File: src/rtl/tecc_pkg.sv
// Purpose: Constants, register map and carrier types of the timer/event counter.
// Assumes: AXI4-Lite register bus with 32-bit data, byte addresses below.
// Notes:   Narrow fields sit in the low bits; upper bits read as zero.
package tecc_pkg;
	// ****************************************
	// Register map
	// ****************************************
	localparam int          ADDR_W            = 8;
	localparam logic [7:0]  OFS_TIMER_CTRL    = 8'h00;
	localparam logic [7:0]  OFS_PRESCALER     = 8'h04;
	localparam logic [7:0]  OFS_CC_CTRL       = 8'h08;
	localparam logic [7:0]  OFS_EDGE_MODE     = 8'h0c;
	localparam logic [7:0]  OFS_SAMPLE_SEL    = 8'h10;
	localparam logic [7:0]  OFS_COMPARE_A     = 8'h14;
	localparam logic [7:0]  OFS_CAPTURE_CMP   = 8'h18;
	localparam logic [7:0]  OFS_COUNTER       = 8'h1c;
	localparam logic [7:0]  OFS_IRQ_STATUS    = 8'h20;
	localparam logic [7:0]  OFS_IRQ_MASK      = 8'h24;

	// ****************************************
	// Field encodings and reset values
	// ****************************************
	localparam logic [3:0]  PRESC_EXT         = 4'hf;
	localparam logic [3:0]  PRESC_MAX_SEL     = 4'h8;
	localparam int          PRESC_BASE_SHIFT  = 2;
	localparam logic [1:0]  EDGE_FALL         = 2'h0;
	localparam logic [1:0]  EDGE_RISE         = 2'h1;
	localparam logic [1:0]  EDGE_BOTH         = 2'h2;
	localparam int          FILTER_LEN        = 3;
	localparam int          IRQ_BIT_A         = 0;
	localparam int          IRQ_BIT_B         = 1;
	localparam int          IRQ_BIT_EDGE      = 2;
	localparam logic [15:0] MASK_8BIT         = 16'h00ff;
	localparam logic [15:0] MASK_16BIT        = 16'hffff;
	localparam logic [15:0] COUNT_RESET       = 16'h0000;
	localparam logic [3:0]  PRESC_RESET       = 4'h0;
	localparam logic [1:0]  RESP_OKAY         = 2'h0;
	localparam logic [1:0]  RESP_SLVERR       = 2'h2;

	// ****************************************
	// Carrier types
	// ****************************************
	typedef struct packed {
		logic output_mode;
		logic width16;
		logic count_en;
	} tecc_tctrl_t;

	typedef struct packed {
		logic clr_capture;
		logic cc_capture;
		logic clr_b;
		logic clr_a;
	} tecc_ccc_t;

	typedef enum logic [2:0] {
		ST_STOP = 3'b001,
		ST_ARM  = 3'b010,
		ST_RUN  = 3'b100
	} tecc_state_t;
endpackage

File: src/rtl/tecc_timer.sv
// Purpose: Up-counting timer/event counter with two compare channels and capture.
// Assumes: Single clock aclk; capture_edge_input is asynchronous to it.
// Notes:   Registers are reached over AXI4-Lite; one interrupt output.
//
// What this block does
// - Clear-on-match compare gives period n plus one.
// - Count clock is main clock over 4..1024.
// - Input phases under three samples are ignored.
// - Each valid edge while armed or running copies counter into capture register.
// - Stopping on a match still raises match request.
// - First count clock after start only arms counting.
// - Compare write suppresses that channel's match.
// - Matches are evaluated only on counter increments and on stopping.
// - Event counter reads zero after one edge.
// - Enable set or cleared zeroes counter; repeat ignored.
// - Compare match raises request, optionally clears counter.
// - Edge mode selects trigger; capture may clear counter.
`timescale 1ns/1ns
module tecc_timer #(
	parameter int DIV_W = 10
) (
	input  wire logic        aclk,
	input  wire logic        aresetn,
	input  wire logic [7:0]  s_axi_awaddr,
	input  wire logic        s_axi_awvalid,
	output logic             s_axi_awready,
	input  wire logic [31:0] s_axi_wdata,
	input  wire logic [3:0]  s_axi_wstrb,
	input  wire logic        s_axi_wvalid,
	output logic             s_axi_wready,
	output logic [1:0]       s_axi_bresp,
	output logic             s_axi_bvalid,
	input  wire logic        s_axi_bready,
	input  wire logic [7:0]  s_axi_araddr,
	input  wire logic        s_axi_arvalid,
	output logic             s_axi_arready,
	output logic [31:0]      s_axi_rdata,
	output logic [1:0]       s_axi_rresp,
	output logic             s_axi_rvalid,
	input  wire logic        s_axi_rready,
	input  wire logic        capture_edge_input,
	output logic             irq
);
	import tecc_pkg::*;

	// ****************************************
	// Helper functions
	// ****************************************
	// Merges written bytes into a 32-bit value under the byte strobes.
	function automatic logic [31:0] merge(input logic [31:0] old, input logic [31:0] d,
	                                      input logic [3:0] strb);
		logic [31:0] r;
		r = old;
		for (int i = 0; i < 4; i++) begin
			if (strb[i]) begin
				r[i*8 +: 8] = d[i*8 +: 8];
			end
		end
		return r;
	endfunction

	// True once every 2**sh cycles of the free-running divider.
	function automatic logic div_tick(input logic [DIV_W-1:0] div, input int sh);
		logic [DIV_W-1:0] m;
		m = DIV_W'((1 << sh) - 1);
		return (div & m) == m;
	endfunction

	// Any offset that maps onto a register.
	function automatic logic mapped(input logic [7:0] a);
		return a[1:0] == 2'h0 && a <= OFS_IRQ_MASK;
	endfunction

	// ****************************************
	// State declarations
	// ****************************************
	logic              aw_held_reg, aw_held_next, w_held_reg, w_held_next;
	logic [7:0]        awaddr_reg, awaddr_next, araddr_ok;
	logic [31:0]       wdata_reg, wdata_next;
	logic [3:0]        wstrb_reg, wstrb_next;
	logic              awready_reg, awready_next, wready_reg, wready_next;
	logic              bvalid_reg, bvalid_next, arready_reg, arready_next;
	logic              rvalid_reg, rvalid_next;
	logic [1:0]        bresp_reg, bresp_next, rresp_reg, rresp_next;
	logic [31:0]       rdata_reg, rdata_next, rd_value;
	logic              wr_fire;
	logic              sync1_reg, sync2_reg;
	logic [FILTER_LEN-1:0] hist_reg, hist_next;
	logic              level_reg, level_next, rise, fall, edge_valid, samp_tick;
	logic [DIV_W-1:0]  div_reg, div_next;
	tecc_tctrl_t       tctrl_reg, tctrl_next;
	tecc_ccc_t         ccc_reg, ccc_next;
	logic [3:0]        presc_reg, presc_next;
	logic [1:0]        edge_mode_reg, edge_mode_next, samp_sel_reg, samp_sel_next;
	logic [15:0]       cmp_a_reg, cmp_a_next, cc_reg, cc_next, cnt_reg, cnt_next;
	logic [2:0]        status_reg, status_next, mask_reg, mask_next;
	logic              irq_reg, irq_next;
	tecc_state_t       state_reg, state_next;

	assign s_axi_awready = awready_reg;
	assign s_axi_wready  = wready_reg;
	assign s_axi_bvalid  = bvalid_reg;
	assign s_axi_bresp   = bresp_reg;
	assign s_axi_arready = arready_reg;
	assign s_axi_rvalid  = rvalid_reg;
	assign s_axi_rdata   = rdata_reg;
	assign s_axi_rresp   = rresp_reg;
	assign irq           = irq_reg;
	assign araddr_ok     = s_axi_araddr;

	// ****************************************
	// AXI4-Lite slave
	// ****************************************
	// Read mux; a read has no side effect on any register.
	always_comb begin
		rd_value = 32'h0000_0000;
		if (araddr_ok == OFS_TIMER_CTRL) begin
			rd_value = {29'h0, tctrl_reg};
		end else if (araddr_ok == OFS_PRESCALER) begin
			rd_value = {28'h0, presc_reg};
		end else if (araddr_ok == OFS_CC_CTRL) begin
			rd_value = {28'h0, ccc_reg};
		end else if (araddr_ok == OFS_EDGE_MODE) begin
			rd_value = {30'h0, edge_mode_reg};
		end else if (araddr_ok == OFS_SAMPLE_SEL) begin
			rd_value = {30'h0, samp_sel_reg};
		end else if (araddr_ok == OFS_COMPARE_A) begin
			rd_value = {16'h0, cmp_a_reg};
		end else if (araddr_ok == OFS_CAPTURE_CMP) begin
			rd_value = {16'h0, cc_reg};
		end else if (araddr_ok == OFS_COUNTER) begin
			rd_value = {16'h0, cnt_reg};
		end else if (araddr_ok == OFS_IRQ_STATUS) begin
			rd_value = {29'h0, status_reg};
		end else if (araddr_ok == OFS_IRQ_MASK) begin
			rd_value = {29'h0, mask_reg};
		end
	end

	// Address and data are held separately, so they may arrive in either order.
	always_comb begin
		aw_held_next = aw_held_reg;
		w_held_next  = w_held_reg;
		awaddr_next  = awaddr_reg;
		wdata_next   = wdata_reg;
		wstrb_next   = wstrb_reg;
		bvalid_next  = bvalid_reg;
		bresp_next   = bresp_reg;
		arready_next = arready_reg;
		rvalid_next  = rvalid_reg;
		rdata_next   = rdata_reg;
		rresp_next   = rresp_reg;
		wr_fire      = 1'b0;
		if (s_axi_awvalid && awready_reg) begin
			aw_held_next = 1'b1;
			awaddr_next  = s_axi_awaddr;
		end
		if (s_axi_wvalid && wready_reg) begin
			w_held_next = 1'b1;
			wdata_next  = s_axi_wdata;
			wstrb_next  = s_axi_wstrb;
		end
		if (bvalid_reg && s_axi_bready) begin
			bvalid_next = 1'b0;
		end
		if (aw_held_reg && w_held_reg && !bvalid_reg) begin
			wr_fire      = mapped(awaddr_reg);
			aw_held_next = 1'b0;
			w_held_next  = 1'b0;
			bvalid_next  = 1'b1;
			bresp_next   = mapped(awaddr_reg) ? RESP_OKAY : RESP_SLVERR;
		end
		if (s_axi_arvalid && arready_reg) begin
			arready_next = 1'b0;
			rvalid_next  = 1'b1;
			rdata_next   = rd_value;
			rresp_next   = mapped(s_axi_araddr) ? RESP_OKAY : RESP_SLVERR;
		end else if (rvalid_reg && s_axi_rready) begin
			rvalid_next  = 1'b0;
			arready_next = 1'b1;
		end
		awready_next = !aw_held_next && !bvalid_next;
		wready_next  = !w_held_next && !bvalid_next;
		// Reopen the read slot when neither a request nor read data is pending.
		if (!arready_reg && !rvalid_reg) begin
			arready_next = 1'b1;
		end
	end

	// Bus handshake registers.
	always_ff @(posedge aclk) begin
		if (!aresetn) begin
			aw_held_reg <= 1'b0;
			w_held_reg  <= 1'b0;
			awaddr_reg  <= 8'h00;
			wdata_reg   <= 32'h0000_0000;
			wstrb_reg   <= 4'h0;
			awready_reg <= 1'b0;
			wready_reg  <= 1'b0;
			bvalid_reg  <= 1'b0;
			bresp_reg   <= RESP_OKAY;
			arready_reg <= 1'b0;
			rvalid_reg  <= 1'b0;
			rdata_reg   <= 32'h0000_0000;
			rresp_reg   <= RESP_OKAY;
		end else begin
			aw_held_reg <= aw_held_next;
			w_held_reg  <= w_held_next;
			awaddr_reg  <= awaddr_next;
			wdata_reg   <= wdata_next;
			wstrb_reg   <= wstrb_next;
			awready_reg <= awready_next;
			wready_reg  <= wready_next;
			bvalid_reg  <= bvalid_next;
			bresp_reg   <= bresp_next;
			arready_reg <= arready_next;
			rvalid_reg  <= rvalid_next;
			rdata_reg   <= rdata_next;
			rresp_reg   <= rresp_next;
		end
	end

	// ****************************************
	// Input sampling and edge filter
	// ****************************************
	// The divider runs free, so a restart may see a partial first period.
	always_comb begin
		div_next  = div_reg + DIV_W'(1);
		samp_tick = 1'b1;
		case (samp_sel_reg)
			2'h1:    samp_tick = div_tick(div_reg, 5);
			2'h2:    samp_tick = div_tick(div_reg, 6);
			2'h3:    samp_tick = div_tick(div_reg, 7);
			default: samp_tick = 1'b1;
		endcase
		hist_next  = hist_reg;
		level_next = level_reg;
		if (samp_tick) begin
			hist_next = {hist_reg[FILTER_LEN-2:0], sync2_reg};
			if (&hist_next) begin
				level_next = 1'b1;
			end else if (~|hist_next) begin
				level_next = 1'b0;
			end
		end
		rise       = level_next && !level_reg;
		fall       = !level_next && level_reg;
		edge_valid = (edge_mode_reg == EDGE_RISE && rise) ||
		             (edge_mode_reg == EDGE_FALL && fall) ||
		             (edge_mode_reg == EDGE_BOTH && (rise || fall));
	end

	// Two-flop synchroniser, sample history and filtered level.
	always_ff @(posedge aclk) begin
		if (!aresetn) begin
			sync1_reg <= 1'b0;
			sync2_reg <= 1'b0;
			hist_reg  <= '0;
			level_reg <= 1'b0;
			div_reg   <= '0;
		end else begin
			sync1_reg <= capture_edge_input;
			sync2_reg <= sync1_reg;
			hist_reg  <= hist_next;
			level_reg <= level_next;
			div_reg   <= div_next;
		end
	end

	// ****************************************
	// Timer core and registers
	// ****************************************
	logic        cnt_tick, wr_a, wr_cc, cmp_b_on, clr_now, ce_new;
	logic [15:0] wmask, inc_val;
	logic [31:0] wval;

	always_comb begin
		tctrl_next     = tctrl_reg;
		ccc_next       = ccc_reg;
		presc_next     = presc_reg;
		edge_mode_next = edge_mode_reg;
		samp_sel_next  = samp_sel_reg;
		cmp_a_next     = cmp_a_reg;
		cc_next        = cc_reg;
		cnt_next       = cnt_reg;
		mask_next      = mask_reg;
		status_next    = status_reg;
		state_next     = state_reg;
		wval           = 32'h0000_0000;
		wr_a           = 1'b0;
		wr_cc          = 1'b0;
		wmask          = tctrl_reg.width16 ? MASK_16BIT : MASK_8BIT;
		cmp_b_on       = !ccc_reg.cc_capture;
		// Internal count clock is a power-of-two division of the main clock.
		cnt_tick = div_tick(div_reg, PRESC_BASE_SHIFT + int'(presc_reg));
		if (presc_reg == PRESC_EXT) begin
			cnt_tick = edge_valid;
		end else if (presc_reg > PRESC_MAX_SEL) begin
			cnt_tick = div_tick(div_reg, PRESC_BASE_SHIFT + int'(PRESC_MAX_SEL));
		end
		// Software writes; mode fields change regardless of the running count.
		if (wr_fire) begin
			if (awaddr_reg == OFS_TIMER_CTRL) begin
				wval       = merge({29'h0, tctrl_reg}, wdata_reg, wstrb_reg);
				tctrl_next = tecc_tctrl_t'(wval[2:0]);
			end else if (awaddr_reg == OFS_PRESCALER) begin
				wval       = merge({28'h0, presc_reg}, wdata_reg, wstrb_reg);
				presc_next = wval[3:0];
			end else if (awaddr_reg == OFS_CC_CTRL) begin
				wval     = merge({28'h0, ccc_reg}, wdata_reg, wstrb_reg);
				ccc_next = tecc_ccc_t'(wval[3:0]);
			end else if (awaddr_reg == OFS_EDGE_MODE) begin
				wval           = merge({30'h0, edge_mode_reg}, wdata_reg, wstrb_reg);
				edge_mode_next = wval[1:0];
			end else if (awaddr_reg == OFS_SAMPLE_SEL) begin
				wval          = merge({30'h0, samp_sel_reg}, wdata_reg, wstrb_reg);
				samp_sel_next = wval[1:0];
			end else if (awaddr_reg == OFS_COMPARE_A) begin
				wval       = merge({16'h0, cmp_a_reg}, wdata_reg, wstrb_reg);
				cmp_a_next = wval[15:0];
				wr_a       = 1'b1;
			end else if (awaddr_reg == OFS_CAPTURE_CMP) begin
				wval    = merge({16'h0, cc_reg}, wdata_reg, wstrb_reg);
				cc_next = wval[15:0];
				wr_cc   = 1'b1;
			end else if (awaddr_reg == OFS_IRQ_STATUS) begin
				wval        = merge(32'h0, wdata_reg, wstrb_reg);
				status_next = status_reg & ~wval[2:0];
			end else if (awaddr_reg == OFS_IRQ_MASK) begin
				wval      = merge({29'h0, mask_reg}, wdata_reg, wstrb_reg);
				mask_next = wval[2:0];
			end
		end
		ce_new  = tctrl_next.count_en;
		clr_now = (ccc_reg.clr_a && cnt_reg == (cmp_a_reg & wmask)) ||
		          (cmp_b_on && ccc_reg.clr_b && cnt_reg == (cc_reg & wmask));
		inc_val = clr_now ? COUNT_RESET : ((cnt_reg + 16'h0001) & wmask);
		case (state_reg)
			ST_STOP: begin
				if (ce_new) begin
					state_next = ST_ARM;
					cnt_next   = COUNT_RESET;
				end
			end
			ST_ARM: begin
				if (!ce_new) begin
					state_next = ST_STOP;
				end else if (cnt_tick) begin
					state_next = ST_RUN;
				end
			end
			ST_RUN: begin
				if (!ce_new) begin
					state_next = ST_STOP;
				end else if (cnt_tick) begin
					cnt_next = inc_val;
					// Matches only on an increment, and never against a compare being written.
					if (!wr_a && inc_val == (cmp_a_reg & wmask)) begin
						status_next[IRQ_BIT_A] = 1'b1;
					end
					if (cmp_b_on && !wr_cc && inc_val == (cc_reg & wmask)) begin
						status_next[IRQ_BIT_B] = 1'b1;
					end
				end
			end
			default: state_next = ST_STOP;
		endcase
		if (!ce_new) begin
			cnt_next = COUNT_RESET;
			// Stopping while armed or running on a compare value still raises its request.
			if (state_reg != ST_STOP && !wr_a && cnt_reg == (cmp_a_reg & wmask)) begin
				status_next[IRQ_BIT_A] = 1'b1;
			end
			if (state_reg != ST_STOP && cmp_b_on && !wr_cc && cnt_reg == (cc_reg & wmask)) begin
				status_next[IRQ_BIT_B] = 1'b1;
			end
		end
		// Capture overrides a software write to the same register in that cycle.
		if (edge_valid) begin
			status_next[IRQ_BIT_EDGE] = 1'b1;
			if (ccc_reg.cc_capture && state_reg != ST_STOP && ce_new) begin
				cc_next = cnt_reg & wmask;
				if (ccc_reg.clr_capture) begin
					cnt_next = COUNT_RESET;
				end
			end
		end
		irq_next = |(status_next & mask_next);
	end

	// Core registers; flags set by events win over a same-cycle clear.
	always_ff @(posedge aclk) begin
		if (!aresetn) begin
			tctrl_reg     <= '0;
			ccc_reg       <= '0;
			presc_reg     <= PRESC_RESET;
			edge_mode_reg <= EDGE_FALL;
			samp_sel_reg  <= 2'h0;
			cmp_a_reg     <= COUNT_RESET;
			cc_reg        <= COUNT_RESET;
			cnt_reg       <= COUNT_RESET;
			status_reg    <= 3'h0;
			mask_reg      <= 3'h0;
			irq_reg       <= 1'b0;
			state_reg     <= ST_STOP;
		end else begin
			tctrl_reg     <= tctrl_next;
			ccc_reg       <= ccc_next;
			presc_reg     <= presc_next;
			edge_mode_reg <= edge_mode_next;
			samp_sel_reg  <= samp_sel_next;
			cmp_a_reg     <= cmp_a_next;
			cc_reg        <= cc_next;
			cnt_reg       <= cnt_next;
			status_reg    <= status_next;
			mask_reg      <= mask_next;
			irq_reg       <= irq_next;
			state_reg     <= state_next;
		end
	end
endmodule

File: config.mk
export PLATFORM = sky130hd
export DESIGN_NAME = tecc_timer
export DESIGN_NICKNAME = d
export VERILOG_FILES = /design/src/rtl/tecc_pkg.sv /design/src/rtl/tecc_timer.sv
export SDC_FILE = /design/constraint.sdc
export NUM_CORES = 1
export LEC_CHECK = 0
export ABC_AREA = 1
export BUFFER_PORTS_ARGS = -buffer_cell sky130_fd_sc_hd__buf_2
export CORE_MARGIN = 2
export CORE_UTILIZATION = 26
export DETAILED_ROUTE_END_ITERATION = 16
export GPL_ROUTABILITY_DRIVEN = 1
export SYNTH_ARGS = -nofsm -noshare
export SYNTH_HDL_FRONTEND = slang
export SYNTH_SLANG_ARGS = --single-unit
File: constraint.sdc
create_clock -name aclk -period 6 [get_ports aclk]
set_input_delay 0.6 -clock aclk [delete_from_list [all_inputs] [get_ports aclk]]
set_output_delay 0.6 -clock aclk [all_outputs]
set_load 0.01 [all_outputs]
==> results of run 1 <==
cell type report:
type	instances	area (um2)	share of cell area
Clock buffer	17	425	0.0454
Clock inverter	13	119	0.0127
Sequential cell	139	2780	0.297
Multi-Input combinational cell	967	4590	0.489
Inverter	155	584	0.0623
Timing Repair Buffer	72	378	0.0403
Tap cell	402	503	0.0536
Yosys cell counts (all sizes together):
master    n  area (um2)
dfxtp   139        2780
o21ai   136         681
inv     154         581
or2       1        6.26
o22ai    12        75.1
nor4      3        18.8
nand3    82         440
and3      1        6.26
a21oi   108         541
nand3b    3        22.5
a311oi    8        70.1
a31oi     4        40.0
o211ai    5        37.5
o221ai    2        17.5
conb      1        3.75
o311ai    1        8.76
nand2   326        1240
nor2    162         633
ha        7        87.6
o21a      3        22.5
clkbuf   22        83.8
nand4    23         144
xor2     16         140
clkinv    1        3.75
a22o      3        26.3
buf      52         345
nor3     34         190
nor3b     1        7.51
o31ai     2        15.0
a211oi    6        45.0
worst paths after layout:
| check | startpoint | end | cells past startpoint |
|---|---|---|---|
| max reg2reg | div_reg[0]$_SDFF_PN0_ | cc_reg[4]$_SDFF_PN0_ | 19 |
| min | capture_edge_input | sync1_reg$_SDFF_PN0_ | 3 |
| min reg2reg | s_axi_rdata[3]$_SDFFE_PN0P_ | s_axi_rdata[3]$_SDFFE_PN0P_ | 2 |
| max | div_reg[0]$_SDFF_PN0_ | cc_reg[4]$_SDFF_PN0_ | 19 |
worst max-delay path, cell delays in order, from the launching register on:
cell and delay (ns):
dfxtp_1 0.33, ha_1 0.21, nand2_1 0.09, nor2_1 0.06
ha_1 0.19, o21ai_0 0.15, inv_1 0.05, nor2_1 0.16
inv_1 0.11, nand3_1 0.08, nand2_1 0.05, a21oi_1 0.22
inv_1 0.07, ha_1 0.27, o31ai_1 0.20, inv_1 0.12
nor3_1 0.22, nand2_1 0.71, o21ai_0 0.48, a21oi_1 0.08
placed cells by master (no fill, tap or decap), types with 5 or more instances in the layout:
master     Yosys  routed
a211oi_1       6       6
a21oi_1      108     108
a311oi_1       8       8
buf_2         21      65
buf_4         23       7
clkbuf_16      0      17
conb_1         1      18
dfxtp_1      139     139
ha_1           7       7
inv_1        149     149
nand2_1      322     322
nand3_1       76      76
nand3_2        6       6
nand4_1       23      23
nor2_1       154     154
nor2_2         7       7
nor3_1        30      29
nor3_2         4       5
o211ai_1       5       5
o21ai_0      133     133
o22ai_1       12      12
xor2_1        16      16
kinds of logic after synthesis:
| family | synth area share |
|---|---|
| simple gates | 0.326 |
| compound gates | 0.190 |
| buf+inv | 0.122 |
| flops | 0.335 |
| xor+xnor | 0.0169 |
| fa+ha+maj | 0.0105 |
| other cells | 0.000451 |
per-layer routing:
metal,share of wire,global-route usage,up-vias,routed length [um]
li1,-,-,4348,-
met1,0.46,0.211,3933,12300
met2,0.47,0.274,257,12600
met3,0.049,0.0244,35,1320
met4,0.019,0.0490,0,520
met5,0,0,-,0
power by group through the flow:
stage	Combinational, uW	Sequential, uW	Clock, uW
after detailed placement	132	978	0
after global routing	150	960	1060
after floorplan	92.7	976	0
after CTS	132	957	1020
after global placement	130	977	0
final	132	957	1000
metrics by stage:
| stage | cells | util |
|---|---|---|
| final | 1765 | 0.297 |
| after global routing | 1765 | 0.297 |
| after CTS | 1765 | 0.297 |
| after detailed placement | 1735 | 0.280 |
| after global placement | 1735 | 0.280 |
| after floorplan | 1335 | - |
==> impl_metrics.env, run 1 <==
export IMPL_ir_worst_vdd_mv=0.207
export IMPL_post_synth_num_cell_types=44
export IMPL_areaGrowthSynthToFinish_pct=12.8
export IMPL_post_cts_buffers=0
export IMPL_swShare=0.260
export IMPL_clockRootBuffer="clkbuf_16"
export IMPL_grt_usage=0.161
export IMPL_p_sw_uw=543
export IMPL_rows=65
export IMPL_wl_um=26700
export IMPL_min_period_ns=4.04
export IMPL_crit_path_end_kind="register"
export IMPL_overflow=0
export IMPL_leakagePower_uw=0.00384
export IMPL_first_iter_violations=742
export IMPL_initial_core_util=0.263
export IMPL_io_buffers=65
export IMPL_drtAntennaViolNets=0
export IMPL_cp_arrival_ns=4.30
export IMPL_rsz0062_at_grt="no"
export IMPL_placed_area_um2=8830
export IMPL_cp_data_required_time_ns=6.26
export IMPL_maxCapViolCount=0
export IMPL_drive_above_1_share=0.0968
export IMPL_fillers=3536
export IMPL_cts_made_buffers=17
export IMPL_fin_nets=1419
export IMPL_dr_pass1_iters=5
export IMPL_final_area_um2=9380
export IMPL_setup_viol_count_final=0
export IMPL_relSlewSlack=0.192
export IMPL_grt_max_degree=84
export IMPL_diodes=0
export IMPL_coreArea_um2=31600
export IMPL_antenna_found_initial=0
export IMPL_setup_ws_ns=1.96
export IMPL_viasPerCell=4.86
export IMPL_final_setup_skew_ns=0.0191
export IMPL_place_gp_congestion=0.932
export IMPL_powerDensity_nw_per_um2=223
export IMPL_cts_tree="built"
export IMPL_p_int_uw=1550
export IMPL_hold_viol=0
export IMPL_startpoint_type="register"
export IMPL_clkTransAtPathRegs_ns=0.06
export IMPL_synthesis_instances=1318
export IMPL_pwr_share_clk=0.480
export IMPL_cts_buffer_depth=2
export IMPL_dieWidth_um=183
export IMPL_fin_crit_sh=0.674
export IMPL_boundaryPins=102
export IMPL_hold_class="input port to register"
export IMPL_tightest_slew_ns=1.21
export IMPL_seq_area_frac_synth=0.335
export IMPL_combinationalPowerShare=0.063
export IMPL_die_area_um2=33400
export IMPL_insertion_delay_ns=0.44
export IMPL_syn_area_um2=8310
export IMPL_worst_setup_path_type="register to register"
export IMPL_syn_avg_cell_area_um2=6.31
export IMPL_clkSinkCount=139
export IMPL_die_h_um=183
export IMPL_vias=8573
export IMPL_ctsResizeCount=0
export IMPL_h_tree_depth=4
export IMPL_place_worst_setup_slack_ns=2.00
export IMPL_grt_pass1_vias=7875
export IMPL_detail_route_wl_per_cell_um=15.1
export IMPL_dp_hpwl_um=19900
export IMPL_outcome="completed"
export IMPL_cts_hold_buf=0
export IMPL_remaining_drc_errors=0
export IMPL_power_uw=2090
export IMPL_fmax_mhz=247
export IMPL_grt_pass1_wl_um=42600
export IMPL_r2r_setup_slack_ns=1.96
export IMPL_yosys_warnings=0
export IMPL_finalSetupTns_ns=0
export IMPL_slew_violations=0
export IMPL_hold_slack_ns=0.354
export IMPL_crit_path_max_fanout=32
export IMPL_ys_ff_latch=139
export IMPL_seqPwrFrac=0.457
(Power assumes the default switching activity.)
==> run 2: changes to the inputs <==
==> constraint.sdc (replaced) <==
create_clock -name aclk -period 3.8 [get_ports aclk]
set_input_delay 0.38 -clock aclk [delete_from_list [all_inputs] [get_ports aclk]]
set_output_delay 0.38 -clock aclk [all_outputs]
set_load 0.01 [all_outputs]
==> run 2 against run 1 <==
  * Count of clock-buffer cells in the layout is 2 higher
  * Critical path type unchanged
  * Routed wire length up 0.42%
  * Worst hold slack got worse by 0.22 ns
  * First-iteration DRC count grew 0.27%
==> impl_metrics.env, run 2 (synthesis results as in run 1) <==
export IMPL_outcome="completed"
export IMPL_setup_viol_count_final=0
export IMPL_initial_core_util=0.263
export IMPL_fmax_mhz=299
export IMPL_r2r_end="cnt_reg[12]$_SDFF_PN0_"
export IMPL_first_iter_violations=744
export IMPL_cts_tree="built"
export IMPL_grt_pass1_wl_um=42500
export IMPL_clkSinkCount=139
export IMPL_worst_setup_path_type="register to register"
export IMPL_worstHoldPathCells=3
export IMPL_tightest_slew_ns=1.19
export IMPL_detail_route_wl_per_cell_um=15.1
export IMPL_h_tree_depth=4
export IMPL_final_area_um2=9620
export IMPL_dieWidth_um=183
export IMPL_critPathBufInv=5
export IMPL_place_gp_congestion=0.902
export IMPL_ir_worst_vdd_mv=0.304
export IMPL_rows=65
export IMPL_coreArea_um2=31600
export IMPL_min_period_ns=3.35
export IMPL_most_common_layout_cells="nand2_1 (321), nor2_1 (154), inv_1 (148)"
export IMPL_die_h_um=183
export IMPL_critPathTopFamily="simple AND/OR/NAND/NOR gates"
export IMPL_finish_utilization=0.305
export IMPL_grt_pass1_vias=7983
export IMPL_min_from="capture_edge_input"
export IMPL_cts_buffer_depth=2
export IMPL_diodes=0
export IMPL_final_common_cell="nand2_1"
export IMPL_grt_usage=0.160
export IMPL_slew_violations=0
export IMPL_cp_cell_sequence="ha_1 > nand2_1 > nor2_1 > ha_1 > o21ai_0 > inv_1 > nor2_1 > inv_1 > nand3_1 > nand2_1 > a21oi_2 > inv_1 > ha_1 > o31ai_1 > inv_1 > nor3_1 > nand2_1 > nand2_4 > clkinvlp_4 > o21ai_0 > a21oi_1"
export IMPL_critPathSlowestCell="dfxtp_1"
export IMPL_drtAntennaViolNets=0
export IMPL_hold_class="input port to register"
export IMPL_die_area_um2=33400
export IMPL_dp_hpwl_um=20400
export IMPL_fillers=3487
export IMPL_cts_made_buffers=17
export IMPL_viasPerCell=4.87
export IMPL_wl_um=26800
export IMPL_startpoint_type="register"
export IMPL_rsz0062_at_grt="no"
export IMPL_placed_area_um2=8960
export IMPL_cp_arrival_ns=3.66
export IMPL_grt_max_degree=83
export IMPL_clkTransAtPathRegs_ns=0.07
export IMPL_fin_nets=1435
export IMPL_remaining_drc_errors=0
export IMPL_drive_above_1_share=0.111
export IMPL_antenna_found_initial=0
export IMPL_slowest_delay_ns=0.34
export IMPL_insertion_delay_ns=0.43
export IMPL_r2r_setup_slack_ns=0.45
export IMPL_boundaryPins=102
export IMPL_path_common_cell="inv_1"
export IMPL_overflow=0
export IMPL_min_to="sync1_reg$_SDFF_PN0_"
export IMPL_reg2reg_from="div_reg[0]$_SDFF_PN0_"
export IMPL_vias=8682
export IMPL_leakagePower_uw=0.00395
export IMPL_cts_hold_buf=0
export IMPL_cp_data_required_time_ns=4.11
export IMPL_areaGrowthSynthToFinish_pct=15.7
export IMPL_powerDensity_nw_per_um2=367
export IMPL_ff2ff_path_depth=21
export IMPL_fin_crit_sh=0.880
export IMPL_relSlewSlack=0.201
export IMPL_io_buffers=65
export IMPL_finalSetupTns_ns=0
export IMPL_hold_viol=0
export IMPL_dr_pass1_iters=5
export IMPL_final_setup_skew_ns=0.00916
export IMPL_maxCapViolCount=0
export IMPL_clockRootBuffer="clkbuf_16"
export IMPL_crit_path_end_kind="register"
export IMPL_crit_path_max_fanout=7
-- run 2: changes by cell type in the layout (fill, tap and decap cells not counted) --
cell | before | now
buf_4 | 7 | 21
clkinv_2 | 3 | 0
bufinv_16 | 1 | 3
clkbuf_8 | 0 | 2
inv_8 | 0 | 2
a21oi_1 | 108 | 107
a21oi_2 | 0 | 1
buf_12 | 0 | 1
inv_1 | 149 | 148
inv_6 | 4 | 5
nand2_1 | 322 | 321
nand2_4 | 1 | 2
-- run 2: worst max path at each step --
stage,to,cells past startpoint,startpoint
global route,cnt_reg[12]$_SDFF_PN0_,21,div_reg[0]$_SDFF_PN0_
global placement,cnt_reg[11]$_SDFF_PN0_,21,div_reg[0]$_SDFF_PN0_
finish,cnt_reg[12]$_SDFF_PN0_,21,div_reg[0]$_SDFF_PN0_
floorplan,cnt_reg[9]$_SDFF_PN0_,22,div_reg[0]$_SDFF_PN0_
detailed placement,cnt_reg[12]$_SDFF_PN0_,21,div_reg[0]$_SDFF_PN0_
CTS,cnt_reg[12]$_SDFF_PN0_,21,div_reg[0]$_SDFF_PN0_
-- run 2: repair_timing --
item / 4_1_cts / 5_1_grt
buffers inserted: 0 / 0
resized for setup: 0 / 5
setup endpoints to repair: 0 / 13
-- run 2: tightest hold or removal path: cells and delay by family --
family | cells | cell delay (ns)
buffers and inverters | 2 | 0.11
AND/OR/NAND/NOR | 1 | 0.04
-- run 2: area by class of cell --
type,count,area [um2],share of cell area
Inverter,155,588,0.0612
Clock inverter,13,180,0.0187
Timing Repair Buffer,87,503,0.0523
Timing Repair inverter,1,7.51,0.000781
Multi-Input combinational cell,967,4600,0.478
Clock buffer,19,453,0.0471
Tap cell,402,503,0.0523
Sequential cell,139,2780,0.289
-- run 2: where the power goes --
part / switching, uW / leakage [uW] / internal (uW)
clock network: 718 / 0.000305 / 1090
registers: 21.5 / 0.00113 / 1490
logic: 146 / 0.00252 / 62.5
total: 885 / 0.00395 / 2640
-- run 2: metal layers --
metal / track usage / vias to the layer above / share of wire
li1: - / 4388 / -
met1: 0.208 / 3952 / 0.45
met2: 0.264 / 289 / 0.46
met3: 0.0296 / 53 / 0.062
met4: 0.0605 / 0 / 0.029
met5: 0 / - / 0
-- run 2: metrics by stage --
step	setup WS (ns)	instances	hold slack, ns	power [uW]
after floorplan	0.890	1335	0.390	1690
after global placement	0.474	1750	0.438	1750
after detailed placement	0.387	1750	0.442	1750
after CTS	0.361	1782	0.116	3560
after global routing	0.0241	1783	0.131	3660
final	0.455	1783	0.131	3530
==> run 3: changes to the inputs <==
==> constraint.sdc (replaced) <==
create_clock -name aclk -period 4.15 [get_ports aclk]
set_input_delay 0.415 -clock aclk [delete_from_list [all_inputs] [get_ports aclk]]
set_output_delay 0.415 -clock aclk [all_outputs]
set_load 0.01 [all_outputs]
==> run 3 against run 2 <==
  * Die area unchanged
  * Flip-flop and latch count unchanged
  * Utilization decreased by 0.28 points
  * Largest power group unchanged
  * Clock skew increased by 0.0023 ns
  * Sequential share of layout area increased by 0.27 points
  * Count of clock-buffer cells in the layout decreased by 1
  * Worst setup slack improved by 0.15 ns
  * Final cell count decreased by 0.45%
==> impl_metrics.env, run 3 (synthesis results as in run 1) <==
export IMPL_outcome="completed"
export IMPL_rsz0062_at_grt="no"
export IMPL_place_gp_congestion=0.957
export IMPL_remaining_drc_errors=0
export IMPL_clockRootBuffer="clkbuf_16"
export IMPL_cp_cell_sequence="ha_1 > nand2_1 > nor2_1 > ha_1 > o21ai_0 > inv_1 > nor2_1 > inv_1 > nand3_1 > nand2_1 > a21oi_1 > inv_1 > ha_1 > o31ai_1 > inv_1 > nor3_1 > nand2_2 > buf_4 > a311oi_1"
export IMPL_dr_pass1_iters=7
export IMPL_path_common_cell="inv_1"
export IMPL_ir_worst_vdd_mv=0.274
export IMPL_crit_path_end="cc_reg[12]$_SDFF_PN0_"
export IMPL_vias=8705
export IMPL_finish_utilization=0.302
export IMPL_die_h_um=183
export IMPL_viasPerCell=4.90
export IMPL_rows=65
export IMPL_critPathSlowestCell="dfxtp_1"
export IMPL_finalSetupTns_ns=0
export IMPL_r2r_end="cc_reg[12]$_SDFF_PN0_"
export IMPL_relSlewSlack=0.160
export IMPL_first_iter_violations=737
export IMPL_most_common_layout_cells="nand2_1 (321), nor2_1 (154), inv_1 (149)"
export IMPL_insertion_delay_ns=0.42
export IMPL_ff2ff_path_depth=19
export IMPL_cts_made_buffers=17
export IMPL_grt_max_degree=83
export IMPL_fin_nets=1428
export IMPL_clkSinkCount=139
export IMPL_antenna_found_initial=0
export IMPL_fillers=3527
export IMPL_crit_path_end_kind="register"
export IMPL_cts_buffer_depth=2
export IMPL_final_setup_skew_ns=0.0115
export IMPL_die_area_um2=33400
export IMPL_wl_um=26800
export IMPL_detail_route_wl_per_cell_um=15.1
export IMPL_dp_hpwl_um=20200
export IMPL_maxCapViolCount=0
export IMPL_cts_tree="built"
export IMPL_fmax_mhz=282
export IMPL_hold_viol=0
export IMPL_io_buffers=65
export IMPL_diodes=0
export IMPL_dieWidth_um=183
export IMPL_areaGrowthSynthToFinish_pct=14.6
export IMPL_overflow=0
export IMPL_clkTransAtPathRegs_ns=0.06
export IMPL_coreArea_um2=31600
export IMPL_grt_pass1_wl_um=43000
export IMPL_fin_crit_sh=0.853
export IMPL_startpoint_type="register"
export IMPL_h_tree_depth=4
export IMPL_boundaryPins=102
export IMPL_post_cts_buffers=0
export IMPL_power_uw=3210
export IMPL_cp_data_required_time_ns=4.47
export IMPL_worst_setup_path_type="register to register"
export IMPL_min_from="capture_edge_input"
export IMPL_crit_path_max_fanout=17
export IMPL_initial_core_util=0.263
export IMPL_powerDensity_nw_per_um2=337
export IMPL_reg2reg_from="div_reg[0]$_SDFF_PN0_"
export IMPL_min_period_ns=3.54
export IMPL_hold_class="input port to register"
export IMPL_multiInputGateArea_um2=4590
export IMPL_cp_arrival_ns=3.86
export IMPL_leakagePower_uw=0.00392
export IMPL_slew_violations=0
export IMPL_startpoint="div_reg[0]$_SDFF_PN0_"
export IMPL_tightest_slew_ns=1.26
export IMPL_drtAntennaViolNets=0
export IMPL_slowest_delay_ns=0.33
export IMPL_final_common_cell="nand2_1"
export IMPL_grt_pass1_vias=8029
export IMPL_grt_usage=0.162
export IMPL_register_area_um2=2780
export IMPL_r2r_setup_slack_ns=0.61
export IMPL_setup_viol_count_final=0
export IMPL_drive_above_1_share=0.103
## run 3: metrics by stage
stage | instances | area, um2 | setup WS [ns] | hold WS, ns
finish | 1775 | 9530 | 0.609 | 0.179
global route | 1775 | 9530 | 0.0591 | 0.179
CTS | 1775 | 9520 | 0.485 | 0.166
detailed placement | 1744 | 8900 | 0.512 | 0.442
global placement | 1744 | 8900 | 0.556 | 0.438
floorplan | 1335 | 8380 | 1.24 | 0.390
## run 3: cell type report
type                       instances  area share
multi-input combinational        967       0.482
sequential                       139       0.292
inverter                         155      0.0613
tap                              402      0.0528
timing repair buffer              81      0.0468
clock buffer                      18      0.0450
clock inverter                    13      0.0202
## run 3: layer usage
layer	global-route usage	routed length (um)	vias up	share of wire
met4	0.0554	735	0	0.027
met2	0.268	12300	267	0.46
met3	0.0316	1570	48	0.058
met1	0.212	12200	4027	0.45
li1	-	-	4363	-
met5	0	0	-	0
## run 3: worst max-delay path, delay by kind of cell (launching register included)
kind / cells / cell delay, ns
simple gates: 7 / 0.96
compound gates: 4 / 0.83
fa+ha+maj: 3 / 0.68
buf+inv: 5 / 0.64
flops: 1 / 0.33
## run 3: worst min path at each step
stage,to,cells past startpoint
after detailed placement,s_axi_rdata[7]$_SDFFE_PN0P_,2
after CTS,sync1_reg$_SDFF_PN0_,3
final,sync1_reg$_SDFF_PN0_,3
after global routing,sync1_reg$_SDFF_PN0_,3
after global placement,s_axi_rdata[7]$_SDFFE_PN0P_,2
after floorplan,sync2_reg$_SDFF_PN0_,2
## run 3: repair_timing
item                                    CTS  global route
endpoints found under the setup margin    0             8
hold buffers                              0             0
resized for setup                         0             1
## run 3: where the power goes
| part | total, uW | switching [uW] | internal [uW] |
|---|---|---|---|
| clock network | 1630 | 624 | 1010 |
| logic | 190 | 133 | 57.2 |
| registers | 1380 | 19.1 | 1360 |
| total | 3210 | 776 | 2430 |
